File: config.mk
export PLATFORM = sky130hd
export DESIGN_NAME = basic_timer_watchdog
export DESIGN_NICKNAME = d
export VERILOG_FILES = /design/src/hw/bt_wdt_pkg.sv /design/src/hw/basic_timer_watchdog.sv
export SDC_FILE = /design/constraint.sdc
export NUM_CORES = 1
export LEC_CHECK = 0
export BUFFER_PORTS_ARGS = -buffer_cell sky130_fd_sc_hd__buf_2
export CAP_MARGIN = 15
export CORE_ASPECT_RATIO = 0.5
export CORE_UTILIZATION = 40
export DETAILED_ROUTE_END_ITERATION = 6
export GPL_TIMING_DRIVEN = 0
export PLACE_DENSITY_LB_ADDON = 0.08
export SLEW_MARGIN = 20
export SYNTH_ARGS = -nofsm -noshare
export SYNTH_HDL_FRONTEND = slang
export SYNTH_SLANG_ARGS = --single-unit
File: constraint.sdc
create_clock -name i_sys_clk -period 5.8 [get_ports i_sys_clk]
set_input_delay 0.87 -clock i_sys_clk [delete_from_list [all_inputs] [get_ports i_sys_clk]]
set_output_delay 0.87 -clock i_sys_clk [all_outputs]
set_load 0.02 [all_outputs]
File: src/hw/bt_wdt_pkg.sv
package bt_wdt_pkg;

  // ****************************************************************
  // Register addresses
  // ****************************************************************
  localparam logic [7:0] ADDR_BASIC_TIMER_CONTROL = 8'hD3;
  localparam logic [7:0] ADDR_WATCHDOG_CONTROL = 8'hFC;
  localparam logic [7:0] ADDR_BASIC_TIMER_COUNT = 8'hFD;

  // ****************************************************************
  // Field layout and values
  // ****************************************************************
  localparam logic [7:0] CTRL_RESET = 8'h00;  // Reset value of control.
  localparam int SEL_LO = 2;                  // Clock select field [3:2].
  localparam int SEL_HI = 3;
  localparam int CNT_CLR_BIT = 1;             // Counter clear strobe.
  localparam int DIV_CLR_BIT = 0;             // Divider clear strobe.
  localparam logic [3:0] KEY_CODE = 4'hA;     // Disable / clear key 1010.
  localparam logic [7:0] COUNT_ZERO = 8'h00;  // Cleared counter value.
  localparam logic [7:0] COUNT_TOP = 8'hFF;   // Last value before wrap.
  localparam logic [7:0] COUNT_STEP = 8'h01;  // Counter increment.
  localparam int KEY_LO = 4;                  // Key field [7:4].
  localparam int KEY_HI = 7;
  localparam int CLR_LO = 0;                  // Clear code field [3:0].
  localparam int CLR_HI = 3;
  localparam logic [3:0] NIBBLE_ZERO = 4'h0;  // Reset and read-back nibble.

  // ****************************************************************
  // Prescaler: one divider, taps chosen by the select field
  // ****************************************************************
  localparam int DIV_W = 12;                  // Covers divide by 4096.
  localparam logic [DIV_W-1:0] DIV_ZERO = 12'h000;
  localparam logic [DIV_W-1:0] DIV_STEP = 12'h001;
  localparam logic [1:0] SEL_4096 = 2'h0;     // Select field encodings.
  localparam logic [1:0] SEL_1024 = 2'h1;
  localparam logic [1:0] SEL_128 = 2'h2;
  localparam logic [1:0] SEL_16 = 2'h3;
  localparam logic [DIV_W-1:0] MASK_4096 = 12'hFFF;
  localparam logic [DIV_W-1:0] MASK_1024 = 12'h3FF;
  localparam logic [DIV_W-1:0] MASK_128 = 12'h07F;
  localparam logic [DIV_W-1:0] MASK_16 = 12'h00F;

  // Low bits that must all be one for a carry out of a given bit.
  localparam logic [7:0] CARRY_BIT3 = 8'h0F;  // Watchdog, timer source.
  localparam logic [7:0] CARRY_BIT4 = 8'h1F;  // Stabilization interval.
  localparam logic [7:0] CARRY_BIT7 = 8'hFF;  // Watchdog, ring source.

  // Register port request, one per cycle.
  typedef struct packed {
    logic       wr;     // Write strobe.
    logic       rd;     // Read strobe.
    logic [7:0] addr;   // Register address.
    logic [7:0] wdata;  // Write data.
  } reg_req_s;

  // Power-up phase of the block.
  typedef enum logic [1:0] {
    PH_START,   // First cycle after reset release.
    PH_STAB,    // Oscillator stabilization, processor held.
    PH_RUN      // Normal operation.
  } phase_e;

endpackage

File: src/hw/basic_timer_watchdog.sv
`timescale 1ns/10ps
module basic_timer_watchdog
  import bt_wdt_pkg::*;
(
  input wire logic i_sys_clk,          // System clock, 10 MHz.
  input wire logic i_rst_n,            // Synchronous reset, active low.
  input wire reg_req_s i_reg,          // Register access request.
  input wire logic i_power_on,         // Last reset was a power-on reset.
  input wire logic i_opt_ring_src,     // One-time option: ring clocks wdt.
  input wire logic i_ring_tick,        // One pulse per ring osc period.
  input wire logic i_stop_idle,        // Core is in stop or idle mode.
  output logic [7:0] o_reg_rdata,      // Read data, one cycle after rd.
  output logic o_wdt_reset,            // One-cycle system reset request.
  output logic o_cpu_hold,             // Processor held idle.
  output logic o_tc_div_clr,           // Clear pulse to timer/counter div.
  output logic o_ring_osc_en,          // Ring oscillator run enable.
  output logic o_basic_overflow_pulse  // Basic counter wrap pulse.
);

  // ****************************************************************
  // State
  // ****************************************************************
  logic [7:0] ctrl_ff, nxt_ctrl;            // Control, strobe bits zero.
  logic [3:0] wd_key_ff, nxt_wd_key;        // Watchdog ctrl upper nibble.
  logic [DIV_W-1:0] div_ff, nxt_div;        // Prescaler divider.
  logic [7:0] count_ff, nxt_count;          // Basic timer counter.
  logic [7:0] wd_count_ff, nxt_wd_count;    // Watchdog counter.
  logic stop_ff, nxt_stop;                  // Previous stop/idle level.
  phase_e phase_ff, nxt_phase;              // Power-up phase.
  logic [7:0] rdata_ff, nxt_rdata;          // Read data register.
  logic wdt_rst_ff, nxt_wdt_rst;            // Reset request register.
  logic tc_clr_ff, nxt_tc_clr;              // Divider clear pulse.
  logic ring_en_ff, nxt_ring_en;            // Ring oscillator enable.
  logic ovf_ff, nxt_ovf;                    // Overflow pulse register.
  logic hold_ff, nxt_hold;                  // Processor hold register.

  // Decoded register strobes and per-cycle timer events.
  logic wr_ctrl;      // Write to control register.
  logic wr_wd;        // Write to watchdog control register.
  logic div_tick;     // Selected divided-clock tick.
  logic bt_ovf;       // Basic counter wraps this cycle.
  logic wd_tick;      // Watchdog counter advances this cycle.
  logic wd_clear;     // Watchdog counter cleared this cycle.
  logic wd_ovf;       // Watchdog overflow this cycle.
  logic ring_stop;    // Ring oscillator is to be stopped.
  logic cnt_clr;      // Counter clear strobe written this cycle.

  // ****************************************************************
  // Helpers
  // ****************************************************************

  // True when an increment carries out of the bit that the mask covers.
  function automatic logic carries(input logic [7:0] value,
                                   input logic [7:0] mask);
    carries = ((value & mask) == mask);
  endfunction

  // Divider tick for the chosen ratio; all low taps one means wrap.
  function automatic logic tap_hit(input logic [DIV_W-1:0] div,
                                   input logic [1:0] sel);
    logic [DIV_W-1:0] mask;
    mask = MASK_4096;
    case (sel)
      SEL_4096: mask = MASK_4096;
      SEL_1024: mask = MASK_1024;
      SEL_128: mask = MASK_128;
      SEL_16: mask = MASK_16;
      default: mask = MASK_4096;
    endcase
    tap_hit = ((div & mask) == mask);
  endfunction

  // ****************************************************************
  // Next-state logic
  // ****************************************************************

  // Everything lives in one group: the counters depend on register
  // writes in the same cycle, so splitting would only add wiring.
  always_comb begin
    wr_ctrl = i_reg.wr && (i_reg.addr == ADDR_BASIC_TIMER_CONTROL);
    wr_wd = i_reg.wr && (i_reg.addr == ADDR_WATCHDOG_CONTROL);

    // Control register; the two strobe bits never store.
    nxt_ctrl = ctrl_ff;
    if (wr_ctrl) begin
      nxt_ctrl = i_reg.wdata;
      nxt_ctrl[CNT_CLR_BIT] = 1'b0;
      nxt_ctrl[DIV_CLR_BIT] = 1'b0;
    end

    // Only the upper nibble stores; the clear nibble reads as zero.
    nxt_wd_key = wd_key_ff;
    if (wr_wd) begin
      nxt_wd_key = i_reg.wdata[KEY_HI:KEY_LO];
    end

    // Prescaler runs freely and is cleared by the divider strobe.
    div_tick = tap_hit(div_ff, ctrl_ff[SEL_HI:SEL_LO]);
    nxt_div = div_ff + DIV_STEP;
    nxt_tc_clr = 1'b0;
    if (wr_ctrl && i_reg.wdata[DIV_CLR_BIT]) begin
      nxt_div = DIV_ZERO;
      nxt_tc_clr = 1'b1;
    end

    // Basic counter; a clear write wins over a tick in the same cycle,
    // and then no wrap is reported, since the counter never wrapped.
    cnt_clr = wr_ctrl && i_reg.wdata[CNT_CLR_BIT];
    bt_ovf = div_tick && (count_ff == COUNT_TOP) && !cnt_clr;
    nxt_count = count_ff;
    if (div_tick) begin
      nxt_count = count_ff + COUNT_STEP;
    end
    if (cnt_clr) begin
      nxt_count = COUNT_ZERO;
    end
    nxt_ovf = bt_ovf;

    // Ring oscillator stops in low-power modes only under the key.
    ring_stop = i_opt_ring_src && (wd_key_ff == KEY_CODE)
                && i_stop_idle;
    nxt_ring_en = !ring_stop;
    nxt_stop = i_stop_idle;

    // Watchdog clock source and overflow point come from the option.
    wd_tick = i_opt_ring_src ? (i_ring_tick && ring_en_ff)
                             : bt_ovf;
    wd_ovf = wd_tick && (i_opt_ring_src ? carries(wd_count_ff, CARRY_BIT7)
                                        : carries(wd_count_ff, CARRY_BIT3));
    wd_clear = cnt_clr
               || (wr_wd
                   && (i_reg.wdata[CLR_HI:CLR_LO] == KEY_CODE))
               || (ring_stop && !stop_ff);
    nxt_wd_count = wd_count_ff;
    if (wd_ovf) begin
      nxt_wd_count = COUNT_ZERO;
    end else if (wd_tick) begin
      nxt_wd_count = wd_count_ff + COUNT_STEP;
    end
    if (wd_clear) begin
      nxt_wd_count = COUNT_ZERO;
    end

    // Reset request only while the watchdog is enabled.
    nxt_wdt_rst = wd_ovf && !wd_clear
                  && (ctrl_ff[KEY_HI:KEY_LO] != KEY_CODE);

    // Power-up phase: the power-on flag is sampled after release.
    nxt_phase = phase_ff;
    case (phase_ff)
      PH_START: begin
        nxt_phase = i_power_on ? PH_STAB : PH_RUN;
      end
      PH_STAB: begin
        if (div_tick && carries(count_ff, CARRY_BIT4)) begin
          nxt_phase = PH_RUN;
        end
      end
      PH_RUN: begin
        nxt_phase = PH_RUN;
      end
      default: begin
        nxt_phase = PH_RUN;
      end
    endcase

    // Hold is registered so the core sees a clean level from a flop.
    nxt_hold = (nxt_phase != PH_RUN);

    // Read data; unmapped addresses read zero.
    nxt_rdata = rdata_ff;
    if (i_reg.rd) begin
      case (i_reg.addr)
        ADDR_BASIC_TIMER_CONTROL: nxt_rdata = ctrl_ff;
        ADDR_WATCHDOG_CONTROL: nxt_rdata = {wd_key_ff, NIBBLE_ZERO};
        ADDR_BASIC_TIMER_COUNT: nxt_rdata = count_ff;
        default: nxt_rdata = COUNT_ZERO;
      endcase
    end
  end

  // ****************************************************************
  // Registers
  // ****************************************************************

  // The hold starts asserted in reset so the core never runs on an
  // unsettled oscillator before the power-on flag has been sampled.
  always_ff @(posedge i_sys_clk) begin
    if (!i_rst_n) begin
      ctrl_ff <= CTRL_RESET;
      wd_key_ff <= NIBBLE_ZERO;
      div_ff <= DIV_ZERO;
      count_ff <= COUNT_ZERO;
      wd_count_ff <= COUNT_ZERO;
      stop_ff <= 1'b0;
      phase_ff <= PH_START;
      rdata_ff <= COUNT_ZERO;
      wdt_rst_ff <= 1'b0;
      tc_clr_ff <= 1'b0;
      ring_en_ff <= 1'b1;
      ovf_ff <= 1'b0;
      hold_ff <= 1'b1;
    end else begin
      ctrl_ff <= nxt_ctrl;
      wd_key_ff <= nxt_wd_key;
      div_ff <= nxt_div;
      count_ff <= nxt_count;
      wd_count_ff <= nxt_wd_count;
      stop_ff <= nxt_stop;
      phase_ff <= nxt_phase;
      rdata_ff <= nxt_rdata;
      wdt_rst_ff <= nxt_wdt_rst;
      tc_clr_ff <= nxt_tc_clr;
      ring_en_ff <= nxt_ring_en;
      ovf_ff <= nxt_ovf;
      hold_ff <= nxt_hold;
    end
  end

  // ****************************************************************
  // Outputs
  // ****************************************************************
  assign o_reg_rdata = rdata_ff;
  assign o_wdt_reset = wdt_rst_ff;
  assign o_cpu_hold = hold_ff;
  assign o_tc_div_clr = tc_clr_ff;
  assign o_ring_osc_en = ring_en_ff;
  assign o_basic_overflow_pulse = ovf_ff;

endmodule

==> summary.txt, run 1 <==
Run status
  • Outcome: complete, no violations

Worst setup path
  • CP Launch Type: primary input
  • RR Endpoint: o_wdt_reset
  • Slowest cell on crit path: or4b_4
  • Buf+Inv Stages, Crit Path: 2
  • WP data required: 5.99 ns
  • Kind of critical path: primary input to flop
  • Kind of cell adding the most delay to the critical path: simple AND/OR/NAND/NOR gates
  • CP Max Fanout: 10
  • Worst path most repeated cell: buf_2
  • R2R Path Start: div_ff[0]
  • CP Cell Sequence: buf_2, or4b_4, nor3_1, nand2_1, o21ai_1, buf_2, nor2_1
  • Worst stage delay on the critical path: 0.54 ns
  • Setup slack, reg-to-reg: 3.41 ns
  • Crit path DAT: 2.90 ns
  • Crit. End Element: flop
  • R2R cell count: 6

Global route
  • First-pass GRT wire length: between 9000 and 10000 µm
  • Via count of the first global-routing pass: 1995
  • Pin count of the biggest net entering global routing: 17
  • Initial antenna violation count: 0
  • Total GRT Usage: 19.56%
  • GRT overflow: 0

Min path
  • Min-Delay Path Class: flop to flop
  • Hold_sp: div_ff[0]
  • Hold Path Stages: 1
  • Hold worst-path end: div_ff[0]

STA
  • Tightest Pin Transition: around 1.1 ns
  • Slew headroom: about 27%
  • Worst Slack Setup Final: 3.089 ns
  • Final-report setup violation count: 0
  • Final Hold Fails: 0
  • Max Clock Freq: around 370 MHz
  • Worst Clk Skew: 0.005485 ns
  • TNS Setup: 0 ns
  • Tmin final: 2.711 ns
  • Slew Viols, Final: 0
  • Final worst-path cycle share: 46.74%
  • RSZ-0062 raised after global routing: false

Final layout
  • Sequential standard cell area: 1081 µm²
  • Core Util, Final: 51.63%
  • Footprint of the multi-input gates: 1308 µm²
  • Fillers: 544
  • Nets: 342
  • Area Overhead vs Synth: 19.09%
  • Non-filler cells, final: 399
  • Most frequent cells in the layout: 54 x dfxtp_1, 38 x nor2_1, 36 x buf_2
  • Antenna diode count: 0
  • Share of cells above drive strength 1: a little under a fifth
  • Commonest non-fill, non-tap cell in the layout: dfxtp_1

CTS
  • CTS resizes: 0
  • CTS Buf Count: 5
  • CTS tree: done
  • Post-CTS setup buffer count: 0
  • Clk slew on worst S/H paths: 0.07 ns
  • Worst-skew pair later-pin latency: 0.29 ns
  • Max clock buf depth: 2
  • Root buf cell: clkbuf_16
  • Clock tree sinks: 54
  • H-tree depth: 2
  • Hold bufs inserted after CTS: 0

Logic synthesis
  • Yosys warning count: 0
  • Post-synth cell types: 51
  • Post-synthesis sequential area ratio: 43.53%
  • Synthesized area: 2484 µm²
  • Flops & latches, synth: 54
  • Cells after Synth: about 270
  • Synth Area per Inst: between 9 and 10 µm²
  • Post-Syn Nets: 301

Routing
  • Drt initial violations: 124
  • Per-cell routed wire length: 14.44 µm
  • Drt drc: 0
  • Antenna Nets Post-Route: 0
  • Routed vias: 2134
  • First drt pass iteration count: 6
  • Via density: 5.348
  • Aggregate routed wire length: approximately 5800 µm

Pwr
  • Lkg Pwr: 0.001067 µW
  • Max VDD drop: 0.1228 mV
  • Overall Power: 814.9 µW
  • Pwr dens: 275.5 nW/µm²

Floorplan
  • Core area: approximately 5700 µm²
  • Die W: 113.4 µm
  • Starting Density: 43.35%
  • Site row count: 19
  • Ports: 37
  • Die H: 57.72 µm
  • Die area: 6547 µm²

Place
  • Routability cong.: approximately 0.85
  • Placement Setup Slack: 2.802 ns
  • DPL Wire Length: 4304 µm
  • Placed insts: just under 400
  • PortBufs: 34

Run
  • Max-Cap Viols: 0
[area by class of cell]
type | count | area share, %
sequential | 54 | 36.55
tap | 84 | 3.553
timing repair buffer | 34 | 5.753
inverter | 10 | 1.269
clock inverter | 2 | 2.030
clock buffer | 6 | 4.695
multi-input combinational | 199 | 44.20
buffer | 10 | 1.946
[how the worst max path moves through the flow]
| stage | cells after the start | startpoint | to | slack, ns |
|---|---|---|---|---|
| floorplan | 5 | i_reg[11] | wd_count_ff[0] | 3.22 |
| global placement | 7 | i_reg[11] | div_ff[8] | 2.82 |
| detailed placement | 7 | i_reg[11] | div_ff[8] | 2.80 |
| CTS | 7 | i_reg[11] | div_ff[8] | 3.12 |
| global route | 7 | i_reg[11] | div_ff[5] | 2.88 |
| finish | 7 | i_reg[11] | div_ff[9] | 3.09 |
[per-layer routing]
layer / GRT usage (%) / wire length, µm / vias up
met5: 0 / 0 / -
met1: 25.47 / 2822 / 1001
li1: - / - / 1078
met2: 31.64 / 2530 / 49
met3: 5.544 / 333 / 6
met4: 6.767 / 76 / 0
[synthesized netlist by cell type (all sizes together)]
cell,number,area share [%]
a2111o,2,0.91
a211o,1,0.40
a211oi,8,2.4
a21oi,11,2.8
a222oi,4,1.6
a22oi,2,0.60
a2bb2oi,5,1.8
a311oi,2,0.71
a31oi,5,1.3
and2,3,0.76
and3,4,1.0
buf,4,1.0
clkbuf,6,1.3
dfxtp,54,44
ha,4,2.0
inv,10,1.5
mux2i,6,2.4
nand2,16,2.4
nand2b,4,1.0
nand3,22,4.6
nand4,2,0.50
nand4b,2,0.71
nor2,38,5.7
nor2b,2,0.50
nor3,8,1.6
nor3b,3,0.91
nor4,3,1.6
nor4b,2,0.96
nor4bb,1,0.40
o2111ai,2,0.71
o21a,3,0.91
o21ai,12,2.6
o221a,1,0.45
o221ai,1,1.1
or2,1,0.25
or3,1,0.45
or3b,1,0.35
or4b,1,0.55
xnor2,8,2.8
xor2,8,2.8
[state kept, by name (all words and copies together), names as in the netlist, 2 cells and up]
| register | cells |
|---|---|
| phase_ff | 2 |
| div_ff | 12 |
| wd_key_ff | 4 |
| wd_count_ff | 8 |
| count_ff | 8 |
| o_reg_rdata | 8 |
| ctrl_ff | 6 |
[kinds of logic (layout without fill, tap and decap cells)]
family                     Yosys count  in the layout  synth area share, %
AOI/OAI and AO/OA                   59             59                18.19
and+or+nand+nor                    114            114                24.38
DFF                                 54             54                43.53
xor gates and xnor gates            16             16                5.643
buffers and inverters               20             62                3.829
muxes                                6              6                2.418
adders and majority gates            4              4                2.015
[per-stage QoR]
stage	hold WS, ns	instance area, µm²
2_1_floorplan	0.4295	2484
3_3_place_gp	0.4442	2759
3_5_place_dp	0.4519	2759
4_1_cts	0.4686	2958
5_1_grt	0.5080	2958
6_report	0.4671	2958
[power breakdown]
group	internal (µW)	switching, µW	leakage, µW
clock	259	137	0.0000971
combinational	15.7	23.2	0.000533
sequential	376	3.92	0.000437
total	651	164	0.00107
No activity file was read; power rests on OpenSTA's default activity.
==> run 2, diff against run 1 <==
- clock period: 5.8 -> 2.67 ns (I/O delays scaled with it)
==> summary.txt, run 2 (same netlist as run 1, synthesis figures left out) <==
Worst setup path
  • R2R Path Start: div_ff[0]
  • Setup slack, reg-to-reg: around 0.39 ns
  • Kind of critical path: flop to flop
  • Crit. End Element: flop
  • R2R cell count: 6
  • RR Endpoint: o_wdt_reset
  • CP Launch Type: flop
  • WP data required: 2.85 ns
  • Crit path DAT: 2.46 ns
  • CP Max Fanout: 9

Run
  • Max-Cap Viols: 0

Routing
  • Via density: 5.331
  • Per-cell routed wire length: around 14 µm
  • Drt initial violations: roughly 120
  • Drt drc: 0
  • Routed vias: 2127
  • Antenna Nets Post-Route: 0
  • Aggregate routed wire length: 5770 µm
  • First drt pass iteration count: 5

Floorplan
  • Die W: 113.4 µm
  • Ports: 37
  • Die area: roughly 6500 µm²
  • Starting Density: 43.35%
  • Die H: 57.72 µm
  • Site row count: 19
  • Core area: 5729 µm²

STA
  • Slew Viols, Final: 0
  • Final worst-path cycle share: ~85%
  • Worst Slack Setup Final: 0.3946 ns
  • TNS Setup: 0 ns
  • Max Clock Freq: around 440 MHz
  • Tightest Pin Transition: 1.088 ns
  • RSZ-0062 raised after global routing: false
  • Slew headroom: ~27%
  • Tmin final: 2.275 ns
  • Worst Clk Skew: 0.005461 ns
  • Final Hold Fails: 0
  • Final-report setup violation count: 0

CTS
  • Clk slew on worst S/H paths: 0.07 ns
  • Worst-skew pair later-pin latency: 0.29 ns
  • Post-CTS setup buffer count: 0
  • CTS resizes: 0
  • Max clock buf depth: 2
  • H-tree depth: 2
  • Root buf cell: clkbuf_16
  • CTS tree: done
  • Hold bufs inserted after CTS: 0
  • CTS Buf Count: 5
  • Clock tree sinks: 54

Final layout
  • Max reg flops: 12
  • Area Overhead vs Synth: 19.09%
  • Finished Cell Area: between 2000 and 3000 µm²
  • Commonest non-fill, non-tap cell in the layout: dfxtp_1
  • Nets: 342
  • Largest reg by FF count: div_ff
  • Share of cells above drive strength 1: 19.05%
  • Most frequent cells in the layout: 54 x dfxtp_1, 38 x nor2_1, 36 x buf_2
  • Antenna diode count: 0
  • Non-filler cells, final: 399

Min path
  • Min-Delay Path Class: primary input to flop
  • Hold_sp: i_stop_idle
  • Hold Path Stages: 2
  • Hold worst-path end: stop_ff

Pwr
  • Max VDD drop: 0.2667 mV
  • Lkg Pwr: 0.001067 µW
  • Overall Power: ~1800 µW
  • Pwr dens: approximately 600 nW/µm²

Place
  • Placement Setup Slack: 0.1419 ns
  • Placed Area: between 2000 and 3000 µm²
  • Routability cong.: 0.8517
  • PortBufs: 34
  • Placed insts: 391
  • DPL Wire Length: around 4300 µm

Global route
  • Via count of the first global-routing pass: ~2000
  • Initial antenna violation count: 0
  • GRT overflow: 0
  • Total GRT Usage: between 10% and 20%
  • Pin count of the biggest net entering global routing: 17
  • First-pass GRT wire length: 9694 µm

Run status
  • Outcome: complete, no violations
==> run 2: metrics by stage <==
step	utilization (%)	hold WS (ns)
after floorplan	-	0.4295
after global placement	48.15	0.4442
after detailed placement	48.15	0.4519
after CTS	51.63	0.3289
after global routing	51.63	0.3381
final	51.63	0.3329
==> run 2: worst max-delay path, stage by stage, from the launching register on <==
cell      delay (ns)
dfxtp_1         0.37
ha_1            0.24
nand3_2         0.18
nor4_4          0.44
o221ai_4        0.27
a21oi_4         0.35
nor3b_1         0.32
==> run 2: worst max-delay path by stage <==
stage / startpoint / to / slack, ns
floorplan: i_reg[11] / wd_count_ff[0] / 0.56
global placement: i_reg[11] / div_ff[8] / 0.16
detailed placement: i_reg[11] / div_ff[8] / 0.14
CTS: div_ff[0] / wd_count_ff[7] / 0.26
global route: div_ff[0] / o_wdt_reset / 0.11
finish: div_ff[0] / o_wdt_reset / 0.39
==> run 2: routing by layer <==
layer | up-vias | track usage (%) | share of wire, %
met1 | 998 | 25.47 | 49
met4 | 0 | 6.767 | 1.3
met2 | 45 | 31.64 | 44
li1 | 1078 | - | -
met3 | 6 | 5.544 | 5.4
met5 | - | 0 | 0
==> run 2: final cells by class <==
type                    count  area, µm²
well taps                  84      105.1
multi-input cells         199       1308
flip-flops and latches     54       1081
clock inverters             2      60.06
clock buffers               6      138.9
fillers                   544       2771
repair buffers             34      170.2
inverters                  10      37.54
plain buffers              10      57.56
==> run 2: report_power, final <==
group	internal, µW	switching (µW)	total [µW]
logic	34.0	50.4	84.4
registers	817	8.55	825
clock network	563	297	860
